--- config.mk ---
export PLATFORM = sky130hd
export DESIGN_NAME = fm_top
export DESIGN_NICKNAME = d
export VERILOG_FILES = /design/src/core/fm_pkg.sv /design/src/core/fm_sync.sv /design/src/core/fm_edge_cnt.sv /design/src/core/fm_top.sv
export SDC_FILE = /design/constraint.sdc
export NUM_CORES = 2
export LEC_CHECK = 0
export BUFFER_PORTS_ARGS = -buffer_cell sky130_fd_sc_hd__buf_2
export CORE_ASPECT_RATIO = 0.6
export CORE_MARGIN = 3
export CORE_UTILIZATION = 55
export DETAILED_ROUTE_END_ITERATION = 8
export PLACE_DENSITY = 0.68
export RECOVER_POWER = 100
export SETUP_SLACK_MARGIN = 0.05
export SYNTH_ARGS = -nofsm -noshare
export SYNTH_HDL_FRONTEND = slang
export SYNTH_HIERARCHICAL = 1
export SYNTH_SLANG_ARGS = --single-unit
--- constraint.sdc ---
create_clock -name core_clk -period 12.28 [get_ports core_clk]
set_input_delay 1.228 -clock core_clk [delete_from_list [all_inputs] [get_ports core_clk]]
set_output_delay 1.228 -clock core_clk [all_outputs]
set_load 0.01 [all_outputs]
--- src/core/fm_pkg.sv ---
package fm_pkg;
	// Register byte offsets on the APB slave
	localparam logic [7:0] OFS_CTRL = 8'h00;
	localparam logic [7:0] OFS_MODE = 8'h04;
	localparam logic [7:0] OFS_REF_CYCLES = 8'h08;
	localparam logic [7:0] OFS_REFFREQ = 8'h0C;
	localparam logic [7:0] OFS_STATUS = 8'h10;
	localparam logic [7:0] OFS_VALUE = 8'h14;
	localparam logic [7:0] OFS_FREQ = 8'h18;
	localparam logic [7:0] OFS_IFR = 8'h1C;
	localparam logic [7:0] OFS_IMR = 8'h20;

	// Field positions
	localparam int CTRL_START_BIT = 0;
	localparam int CTRL_EN_BIT = 1;
	localparam int MODE_REFSRC_LSB = 0;
	localparam int MODE_MSRSRC_LSB = 4;
	localparam int MODE_REFEN_BIT = 8;
	localparam int ST_MEAS_BIT = 0;
	localparam int ST_BUSY_BIT = 1;
	localparam int ST_GATED_BIT = 2;
	localparam int IRQ_DONE_BIT = 0;
	localparam int IRQ_RDY_BIT = 1;

	// Widths
	localparam int SRC_N = 4;
	localparam int SEL_W = 2;
	localparam int REF_CYCLES_W = 16;
	localparam int VALUE_W = 24;
	localparam int IRQ_W = 2;
	localparam int DVD_W = 56;

	// Reset values
	localparam logic [REF_CYCLES_W-1:0] REF_CYCLES_RST = 16'h0000;
	localparam logic [31:0] REFFREQ_RST = 32'h0000_0000;
	localparam logic [IRQ_W-1:0] IMR_RST = 2'h0;

	// Cycles the reference gate takes to settle after a change, and cycles of the frequency divide
	localparam logic [3:0] RSW_CYC = 4'h4;
	localparam logic [5:0] DIV_CYC = 6'h38;

	typedef struct packed {
		logic ref_clock_enable;
		logic [SEL_W-1:0] measured_source_select;
		logic [SEL_W-1:0] ref_source_select;
	} fm_mode_t;

	typedef enum logic [1:0] {
		FM_IDLE = 2'b00,
		FM_RUN = 2'b01,
		FM_DIV = 2'b10
	} fm_state_t;
endpackage

--- src/core/fm_sync.sv ---
`timescale 1ns/1ps
// Two-flop synchroniser for asynchronous clock sources
module fm_sync #(
	parameter int W = 4
) (
	input wire logic core_clk,
	input wire logic rst,
	input wire logic [W-1:0] async_in,
	output logic [W-1:0] sync_out
);
	logic [W-1:0] meta_q;
	logic [W-1:0] meta_d;
	logic [W-1:0] sync_q;
	logic [W-1:0] sync_d;

	// First stage feeds only the second stage
	always_comb begin
		meta_d = async_in;
		sync_d = meta_q;
	end

	always_ff @(posedge core_clk) begin
		if (rst) begin
			meta_q <= '0;
			sync_q <= '0;
		end else begin
			meta_q <= meta_d;
			sync_q <= sync_d;
		end
	end

	assign sync_out = sync_q;
endmodule

--- src/core/fm_edge_cnt.sv ---
`timescale 1ns/1ps
// Counts rising edges of a synchronised clock level, saturating
module fm_edge_cnt #(
	parameter int W = 16
) (
	input wire logic core_clk,
	input wire logic rst,
	input wire logic clr,
	input wire logic en,
	input wire logic lvl,
	output logic [W-1:0] cnt
);
	logic prev_q;
	logic prev_d;
	logic [W-1:0] cnt_q;
	logic [W-1:0] cnt_d;

	// Saturation keeps an overrun from wrapping to a small count
	always_comb begin
		prev_d = lvl;
		cnt_d = cnt_q;
		if (clr) begin
			cnt_d = '0;
		end else if (en && lvl && !prev_q && cnt_q != '1) begin
			cnt_d = cnt_q + 1'b1;
		end
	end

	always_ff @(posedge core_clk) begin
		if (rst) begin
			prev_q <= 1'b0;
			cnt_q <= '0;
		end else begin
			prev_q <= prev_d;
			cnt_q <= cnt_d;
		end
	end

	assign cnt = cnt_q;
endmodule

--- src/core/fm_top.sv ---
// Contract
// The reported frequency is the measured count over the reference cycle count times the reference frequency.
// A source select field in the mode register picks the reference clock and an enable bit gates it on.
// The reference clock and the measured clock each have their own set of selectable sources.
// Writing the reference enable bit sets the switching busy flag until the gating change completes.
// Software disables the reference clock before choosing another reference source.
// To change the reference, software clears enable, waits for not busy, reselects, sets enable and waits again.
// To start the reference, software selects the source, sets enable with other fields kept, then waits for not busy.
// A processor halt in debug mode does not freeze the meter.
// Software disables the meter before gating off its bus clock.
// The meter drives one interrupt request line.
// To disable the reference, software clears only the enable bit and waits for not busy.
// A measurement counts measured edges over the reference cycle count, stores the count and sets a done flag.
`timescale 1ns/1ps
module fm_top (
	input wire logic core_clk,
	input wire logic rst,
	input wire logic psel,
	input wire logic penable,
	input wire logic pwrite,
	input wire logic [7:0] paddr,
	input wire logic [31:0] pwdata,
	output logic [31:0] prdata,
	output logic pready,
	output logic pslverr,
	input wire logic [fm_pkg::SRC_N-1:0] ref_src_clk,
	input wire logic [fm_pkg::SRC_N-1:0] msr_src_clk,
	output logic irq
);
	////////////////////////////////////////////////////////////////////////
	// Declarations
	logic [fm_pkg::SRC_N-1:0] ref_sync;
	logic [fm_pkg::SRC_N-1:0] msr_sync;
	logic ref_lvl;
	logic msr_lvl;
	logic [fm_pkg::REF_CYCLES_W-1:0] ref_cnt;
	logic [fm_pkg::VALUE_W-1:0] msr_cnt;
	logic cnt_clr;
	logic cnt_en;

	logic en_q, en_d;
	fm_pkg::fm_mode_t mode_q, mode_d;
	logic [fm_pkg::REF_CYCLES_W-1:0] ref_cycles_q, ref_cycles_d;
	logic [31:0] reffreq_q, reffreq_d;
	logic [fm_pkg::IRQ_W-1:0] ifr_q, ifr_d;
	logic [fm_pkg::IRQ_W-1:0] imr_q, imr_d;
	logic [31:0] prdata_q, prdata_d;
	logic slverr_q, slverr_d;

	logic busy_q, busy_d;
	logic [3:0] bcnt_q, bcnt_d;
	logic gated_q, gated_d;

	fm_pkg::fm_state_t st_q, st_d;
	logic [fm_pkg::VALUE_W-1:0] value_q, value_d;
	logic [31:0] freq_q, freq_d;
	logic [fm_pkg::DVD_W-1:0] dvd_q, dvd_d;
	logic [fm_pkg::REF_CYCLES_W:0] rem_q, rem_d;
	logic [5:0] dcnt_q, dcnt_d;

	logic wr_acc;
	logic setup;
	logic mode_wr;
	logic start_req;
	logic ev_done;
	logic ev_rdy;
	logic [fm_pkg::REF_CYCLES_W:0] rem_sh;

	////////////////////////////////////////////////////////////////////////
	// Clock sources: synchronise every source before any logic sees it
	fm_sync #(.W(fm_pkg::SRC_N)) u_ref_sync (
		.core_clk(core_clk),
		.rst(rst),
		.async_in(ref_src_clk),
		.sync_out(ref_sync)
	);

	fm_sync #(.W(fm_pkg::SRC_N)) u_msr_sync (
		.core_clk(core_clk),
		.rst(rst),
		.async_in(msr_src_clk),
		.sync_out(msr_sync)
	);

	// Separate source sets; the reference only passes while gated on
	assign ref_lvl = ref_sync[mode_q.ref_source_select] & gated_q;
	assign msr_lvl = msr_sync[mode_q.measured_source_select];

	fm_edge_cnt #(.W(fm_pkg::REF_CYCLES_W)) u_ref_cnt (
		.core_clk(core_clk),
		.rst(rst),
		.clr(cnt_clr),
		.en(cnt_en),
		.lvl(ref_lvl),
		.cnt(ref_cnt)
	);

	fm_edge_cnt #(.W(fm_pkg::VALUE_W)) u_msr_cnt (
		.core_clk(core_clk),
		.rst(rst),
		.clr(cnt_clr),
		.en(cnt_en),
		.lvl(msr_lvl),
		.cnt(msr_cnt)
	);

	////////////////////////////////////////////////////////////////////////
	// APB decode: writes land at the access edge, zero wait states
	assign setup = psel && !penable;
	assign wr_acc = psel && penable && pwrite && !slverr_q;
	assign mode_wr = wr_acc && paddr == fm_pkg::OFS_MODE;
	assign start_req = wr_acc && paddr == fm_pkg::OFS_CTRL &&
		pwdata[fm_pkg::CTRL_START_BIT] && pwdata[fm_pkg::CTRL_EN_BIT];
	assign pready = psel && penable;
	assign pslverr = psel && penable && slverr_q;
	assign prdata = prdata_q;

	// Register file next values; hardware event set beats a W1C clear
	always_comb begin
		en_d = en_q;
		mode_d = mode_q;
		ref_cycles_d = ref_cycles_q;
		reffreq_d = reffreq_q;
		imr_d = imr_q;
		ifr_d = ifr_q;
		if (wr_acc) begin
			case (paddr)
				fm_pkg::OFS_CTRL: en_d = pwdata[fm_pkg::CTRL_EN_BIT];
				fm_pkg::OFS_MODE: begin
					mode_d.ref_clock_enable = pwdata[fm_pkg::MODE_REFEN_BIT];
					mode_d.measured_source_select =
						pwdata[fm_pkg::MODE_MSRSRC_LSB +: fm_pkg::SEL_W];
					// Source is frozen while the reference is on or switching
					if (!mode_q.ref_clock_enable && !busy_q) begin
						mode_d.ref_source_select =
							pwdata[fm_pkg::MODE_REFSRC_LSB +: fm_pkg::SEL_W];
					end
				end
				fm_pkg::OFS_REF_CYCLES:
					ref_cycles_d = pwdata[fm_pkg::REF_CYCLES_W-1:0];
				fm_pkg::OFS_REFFREQ: reffreq_d = pwdata;
				fm_pkg::OFS_IMR: imr_d = pwdata[fm_pkg::IRQ_W-1:0];
				fm_pkg::OFS_IFR: ifr_d = ifr_q & ~pwdata[fm_pkg::IRQ_W-1:0];
				default: begin
				end
			endcase
		end
		if (ev_done) begin
			ifr_d[fm_pkg::IRQ_DONE_BIT] = 1'b1;
		end
		if (ev_rdy) begin
			ifr_d[fm_pkg::IRQ_RDY_BIT] = 1'b1;
		end
	end

	// Read data is captured in the setup phase so it comes from a flop
	always_comb begin
		prdata_d = prdata_q;
		slverr_d = slverr_q;
		if (setup) begin
			prdata_d = 32'h0000_0000;
			slverr_d = 1'b0;
			case (paddr)
				fm_pkg::OFS_CTRL: prdata_d[fm_pkg::CTRL_EN_BIT] = en_q;
				fm_pkg::OFS_MODE: begin
					prdata_d[fm_pkg::MODE_REFSRC_LSB +: fm_pkg::SEL_W] =
						mode_q.ref_source_select;
					prdata_d[fm_pkg::MODE_MSRSRC_LSB +: fm_pkg::SEL_W] =
						mode_q.measured_source_select;
					prdata_d[fm_pkg::MODE_REFEN_BIT] = mode_q.ref_clock_enable;
				end
				fm_pkg::OFS_REF_CYCLES:
					prdata_d[fm_pkg::REF_CYCLES_W-1:0] = ref_cycles_q;
				fm_pkg::OFS_REFFREQ: prdata_d = reffreq_q;
				fm_pkg::OFS_STATUS: begin
					prdata_d[fm_pkg::ST_MEAS_BIT] = st_q != fm_pkg::FM_IDLE;
					prdata_d[fm_pkg::ST_BUSY_BIT] = busy_q;
					prdata_d[fm_pkg::ST_GATED_BIT] = gated_q;
				end
				fm_pkg::OFS_VALUE: prdata_d[fm_pkg::VALUE_W-1:0] = value_q;
				fm_pkg::OFS_FREQ: prdata_d = freq_q;
				fm_pkg::OFS_IFR: prdata_d[fm_pkg::IRQ_W-1:0] = ifr_q;
				fm_pkg::OFS_IMR: prdata_d[fm_pkg::IRQ_W-1:0] = imr_q;
				default: slverr_d = 1'b1;
			endcase
		end
	end

	always_ff @(posedge core_clk) begin
		if (rst) begin
			en_q <= 1'b0;
			mode_q <= '0;
			ref_cycles_q <= fm_pkg::REF_CYCLES_RST;
			reffreq_q <= fm_pkg::REFFREQ_RST;
			imr_q <= fm_pkg::IMR_RST;
			ifr_q <= '0;
			prdata_q <= 32'h0000_0000;
			slverr_q <= 1'b0;
		end else begin
			en_q <= en_d;
			mode_q <= mode_d;
			ref_cycles_q <= ref_cycles_d;
			reffreq_q <= reffreq_d;
			imr_q <= imr_d;
			ifr_q <= ifr_d;
			prdata_q <= prdata_d;
			slverr_q <= slverr_d;
		end
	end

	// One level line toward the interrupt controller
	assign irq = |(ifr_q & imr_q);

	////////////////////////////////////////////////////////////////////////
	// Reference gate switching; the gate moves only when busy expires
	always_comb begin
		busy_d = busy_q;
		bcnt_d = bcnt_q;
		gated_d = gated_q;
		ev_rdy = 1'b0;
		if (mode_wr) begin
			busy_d = 1'b1;
			bcnt_d = fm_pkg::RSW_CYC;
		end else if (busy_q) begin
			if (bcnt_q == 4'h1) begin
				busy_d = 1'b0;
				gated_d = mode_q.ref_clock_enable;
				ev_rdy = 1'b1;
			end else begin
				bcnt_d = bcnt_q - 4'h1;
			end
		end
	end

	always_ff @(posedge core_clk) begin
		if (rst) begin
			busy_q <= 1'b0;
			bcnt_q <= 4'h0;
			gated_q <= 1'b0;
		end else begin
			busy_q <= busy_d;
			bcnt_q <= bcnt_d;
			gated_q <= gated_d;
		end
	end

	////////////////////////////////////////////////////////////////////////
	// Measurement and frequency division; no halt input exists, so a
	// debug stop of the processor never pauses this engine
	assign rem_sh = {rem_q[fm_pkg::REF_CYCLES_W-1:0],
		dvd_q[fm_pkg::DVD_W-1]};
	assign cnt_en = st_q == fm_pkg::FM_RUN;

	always_comb begin
		st_d = st_q;
		value_d = value_q;
		freq_d = freq_q;
		dvd_d = dvd_q;
		rem_d = rem_q;
		dcnt_d = dcnt_q;
		cnt_clr = 1'b0;
		ev_done = 1'b0;
		case (st_q)
			fm_pkg::FM_IDLE: begin
				// A zero cycle count or an ungated reference never starts
				if (start_req && gated_q && !busy_q && ref_cycles_q != '0) begin
					cnt_clr = 1'b1;
					st_d = fm_pkg::FM_RUN;
				end
			end
			fm_pkg::FM_RUN: begin
				if (!en_q) begin
					st_d = fm_pkg::FM_IDLE;
				end else if (ref_cnt >= ref_cycles_q) begin
					value_d = msr_cnt;
					dvd_d = msr_cnt * reffreq_q;
					rem_d = '0;
					dcnt_d = fm_pkg::DIV_CYC;
					st_d = fm_pkg::FM_DIV;
				end
			end
			fm_pkg::FM_DIV: begin
				// Restoring divide, one quotient bit per cycle
				if (rem_sh >= {1'b0, ref_cycles_q}) begin
					rem_d = rem_sh - {1'b0, ref_cycles_q};
					dvd_d = {dvd_q[fm_pkg::DVD_W-2:0], 1'b1};
				end else begin
					rem_d = rem_sh;
					dvd_d = {dvd_q[fm_pkg::DVD_W-2:0], 1'b0};
				end
				dcnt_d = dcnt_q - 6'h01;
				if (dcnt_q == 6'h01) begin
					// Saturate rather than report a wrapped value
					freq_d = |dvd_d[fm_pkg::DVD_W-1:32] ? 32'hFFFF_FFFF :
						dvd_d[31:0];
					ev_done = 1'b1;
					st_d = fm_pkg::FM_IDLE;
				end
			end
			default: st_d = fm_pkg::FM_IDLE;
		endcase
	end

	always_ff @(posedge core_clk) begin
		if (rst) begin
			st_q <= fm_pkg::FM_IDLE;
			value_q <= '0;
			freq_q <= 32'h0000_0000;
			dvd_q <= '0;
			rem_q <= '0;
			dcnt_q <= 6'h00;
		end else begin
			st_q <= st_d;
			value_q <= value_d;
			freq_q <= freq_d;
			dvd_q <= dvd_d;
			rem_q <= rem_d;
			dcnt_q <= dcnt_d;
		end
	end
endmodule

Word level (Yosys, flattened, before mapping)
Cells that the tools add are included.

storage, ports and cells
  word-level logic and storage cells = 170
  register bits = 291
  output and inout port bits = 35
  input bits = 53

cells by class
  mux-type cells = 50
  order comparisons = 4
  eq/ne operators = 20
  reduce and logical (&&, ||, !) cells = 55
  bitwise operators = 6
  $mul = 1
  $add $sub $neg = 5

operator list
  cell                                                  number
  2-to-1 mux 56 bit                                     3
  one-hot mux 56 bit (2 select lines)                   1
  multiplier 24 x 32 -> 56 bit                          1
  2-to-1 mux 16 bit                                     3
  equality test 8 x 5 -> 1 bit (second input constant)  4
  2-to-1 mux 32 bit                                     1
  one-hot mux 16 bit (2 select lines)                   1
  one-hot mux 7 bit (4 select lines)                    1
  adder 24 x 1 -> 24 bit (second input constant)        1
  != test 24 bit (second input constant)                1
  one-hot mux 8 bit (3 select lines)                    1
  OR reduction 24 bit                                   1
  AND reduction 2 bit                                   10
  logical AND 1 bit                                     19
  >= comparator 17 x 16 -> 1 bit                        1
  adder 16 x 1 -> 16 bit (second input constant)        1
  equality test 8 x 4 -> 1 bit (second input constant)  2
  >= comparator 16 bit                                  1
  2-to-1 mux 1 bit                                      16
  != test 16 bit (second input constant)                1
  one-hot mux 8 bit (2 select lines)                    1
  nonzero test 16 bit                                   1
  subtractor 16 bit                                     1
  AND reduction 3 bit                                   5
  other kinds (33)                                      63

Logic depth before layout (Yosys ltp)
  depth after elaboration = 12
  gate-level depth with buffers = 28
  gate-level depth less buffers = 26

By module
Netlist, hierarchy kept.

modules (own cells, without submodules)
  module                    sequential area each (um2)  cells an instance  area an instance (um2)  times used
  fm_top                    4664.5                      4193               35396.4                 1
  fm_edge_cnt at u_msr_cnt  500.5                       154                1338.8                  1
  fm_edge_cnt at u_ref_cnt  340.3                       103                885.8                   1
  fm_sync                   160.2                       16                 210.2                   2

Worst setup path after synthesis
Ideal clock, no wire load.

  kind = flip-flop to flip-flop
  from = register u_msr_cnt.cnt_q[3], in the netlist u_msr_cnt/cnt[3]
  to = register dvd_q[55] in the netlist's numbering
  slack = 5.165 ns
  cell stages (with the launch flop) = 28
  arrival = 7.024 ns
  period minus slack after synthesis = 7.115 ns
  buffers on the path = 2
  library setup time = 0.091 ns
  required time = 12.189 ns
  cells stage by stage = dfxtp_1 clkbuf_1 nand2_1 fa_1 inv_1 fa_1 inv_1 fa_1 fa_1 inv_1 fa_1 fa_1 inv_1 fa_1 inv_1 ha_1 buf_2 a21o_1 a31oi_1 nand3_1 a211oi_1 or3_1 a211o_1 a211oi_2 nand2_1 o31a_1 mux2i_1 a311oi_1

between the ends
  longest elaborated chain between the ends = 4

RTL lines
  what                                 RTL line           RTL
  start: declaration                   fm_edge_cnt.sv:15  logic [W-1:0] cnt_q;
  start signal: assignment             fm_edge_cnt.sv:35  cnt_q <= cnt_d;
  multiplier 24 x 32 -> 56 bit         fm_top.sv:276      dvd_d = msr_cnt * reffreq_q;
  2-to-1 mux 56 bit                    fm_top.sv:274      end else if (ref_cnt >= ref_cycles_q) begin
  2-to-1 mux 56 bit                    fm_top.sv:272      if (!en_q) begin
  one-hot mux 56 bit (2 select lines)  fm_top.sv:263      case (st_q)
  end signal: assignment               fm_top.sv:316      dvd_q <= dvd_d;
  end: declaration                     fm_top.sv:57       logic [fm_pkg::DVD_W-1:0] dvd_q, dvd_d;

Every way passes these cells. The select of a mux whose other input is x is not followed.
A chain may end at the register's enable or synchronous reset.

Worst setup path in the final report
  from = register u_msr_cnt.cnt_q[0], in the netlist u_msr_cnt/cnt[0]
  to = register dvd_q[40] in the netlist's numbering

The elaborated chain is that of the path after synthesis.

==> impl_results.md <==
* CP Data Arrival Time at 9690 ps
* Synth Cell Area at 38000 sq um
* PD cells at 46.2 nW/um^2
* Vias in the first global route at 30700
* Measured slew at the worst slew-check pin at 4830 ps
* TritonCTS clock tree: done
* Final Max Slew Viols at 250
* Vias per cell at 5.75
* Hold Fails Final Rpt at 0
* HP Class: flop to flop
* Worst r2r src: u_msr_cnt/cnt[0]
* Crit-path max FO at 20
* Max_cap viols at 3
* Die Y at 210 um
* Setup crit start: u_msr_cnt/cnt[0]
* Post-synth top area share at 0.347
* Max-slew headroom at -2.22
* Hold-fix buffers at CTS at 0
* Synth area leaders: fa_1 35%, dfxtp_1 15%, inv_1 7.6%
* # nets final at 5345
* Core area at 67300 sq um
* Fin crit period at 9410 ps
* Synth Register Bits at 291
* Die ar. at 72500 sq um
* Num rows at 73
* Yosys cell types at 79
* Routability cong. at 0.956
* Post-CTS setup buffers at 0
* Max IR drop VDD at 102 uV
* Initial antenna violation count at 1
* CTS sink count at 291
* Yosys warns at 6
* Number of flops mapped to enable cells by yosys at 0
* Critical Path Max Stage Delay at 920 ps
* Setup violators final at 0
* Post-Syn Instances at 4482
* Largest net degree at the start of global routing at 107
* Skew-Pair Late Insertion Delay at 570 ps
* Initial Util at 0.565
* Syn_nets at 5417
* Share of layout cells above drive strength 1 at 0.0459
* Fmax achieved at 106 MHz
* Async SR Flop Fraction at 0
* Status: finished, violations left
* Antenna Cells at 0
* Drt pass-1 iters at 6
* Failing checks: capacitance limit, slew limit
* Root Buffer: clkbuf_16
* Post-route ant nets at 0
* Seq/Total Area, Yosys at 0.153
* Depth of the CTS H-tree at 1
* Setup TNS at 0 ps
* WL final at 115000 um
* CP Class: flop to flop
* Hold path start: u_ref_sync/meta_q[2]
* Drt initial violations at 3201
* Most frequent cells after synthesis: 766 x inv_1, 666 x nand2_1, 659 x fa_1
* I/O Buffers at 87
* Post-DR wirelength/cell at 21.6 um
* Leak pwr at 18.7 nW
* First-pass GRT wire length at 180000 um
* Most frequent CP cell: fa_1
* Worst Skew at 15.2 ps
* Crit-path slowest cell: clkbuf_1
* Buffer depth of the longest clock path at 3
* Die width at 346 um
* Final HPWL DP at 88100 um
* Num CTS Buffers at 23
* Layout area overhead at 5.08%
* Reg clk slew, reported paths at 80 ps
* Total GRT Usage at 0.320
* Power consumption at 0.00185 W
* Startpoint Class: flop
* Final core utilization at 0.594
* # IOs at 88
* Top FF cell, synth: dfxtp_1
* Total gr overflow at 0
* Vias at 30600
* Syn avg cell area at 8.49 sq um
* WP data required at 12570 ps
* # resized after CTS at 0
* Final period util at 0.766
* Unrepaired setup endpoints after global routing: false
* CP endpoint kind: flop
* Top-count cell post-synth: inv_1
* Yosys top cell by area: fa_1
* # DRC at 0
final timing paths:
kind / end / cells past startpoint / slack (ps)
min: u_ref_sync/sync_out[2] / 1 / 440
max: dvd_q[40] / 25 / 2870
min reg2reg: u_ref_sync/sync_out[2] / 1 / 440
max reg2reg: dvd_q[40] / 25 / 2870
cells by family after synthesis:
logic type	count (synthesis)	synth area share
compound gates	566	0.0928
mux	37	0.0105
buf+inv	1024	0.102
simple gates	1604	0.204
xor+xnor	78	0.0180
fa+ha+maj	882	0.420
flops	291	0.153
final cells by class:
class | count | area (sq um)
fillers | 6096 | 27300
inverters | 767 | 2880
well taps | 900 | 1130
multi-input cells | 3167 | 28400
clock buffers | 28 | 634
repair buffers | 160 | 925
flip-flops and latches | 291 | 5830
clock inverters | 14 | 196
sequential cells by signal, indices dropped and copies added (netlist names), 2 cells and up:
name and count:
bcnt_q 4, dcnt_q 6, dvd_q 56, freq_q 32, ifr_q 2, imr_q 2
mode_q 5, prdata 32, ref_cycles_q 16, reffreq_q 32, rem_q 16, st_q 2
u_msr_cnt/cnt 24, u_msr_sync/meta_q 4, u_msr_sync/sync_out 4, u_ref_cnt/cnt 16, u_ref_sync/meta_q 4, u_ref_sync/sync_out 4
value_q 24
through the flow:
stage          instance area [sq um]  hold slack, ps  instances  setup WS, ps
2_1_floorplan                  38000             414       4482          5170
3_3_place_gp                   39200             425       5285          4110
3_5_place_dp                   39200             420       5285          3960
4_1_cts                        40100             439       5327          3940
5_1_grt                        40000             453       5327          2570
6_report                       40000             438       5327          2870
metal layers:
layer	share of wire	global-route usage	vias to the layer above
met5	0	0	-
met4	0.016	0.0508	0
met3	0.15	0.137	137
met2	0.38	0.422	1604
met1	0.45	0.490	15100
li1	-	-	13800
critical path: cells and delay by family (launching register included):
kind	cells	cell delay, ps
AOI/OAI and AO/OA	8	2200
xor gates and xnor gates	1	170
adders and majority gates	8	3860
buffers and inverters	5	1150
DFF	1	870
and+or+nand+nor	3	880
cell usage in the layout (no fill, tap or decap), types with 69 or more instances in the layout:
cell type    n
buf_4       69
inv_1      766
ha_1       222
and2_1     386
a21oi_1    228
dfxtp_1    291
fa_1       659
o21ai_0     94
nor3_1      83
nor2_1     245
nand2_1    666
report_power, final:
group | total [W] | switching, W | internal (W)
Combinational | 0.0000501 | 0.0000356 | 0.0000145
Sequential | 0.000950 | 0.00000247 | 0.000948
Clock | 0.000845 | 0.000386 | 0.000459
Total | 0.00185 | 0.000424 | 0.00142
Note: power is estimated with default switching activity, not from simulation.
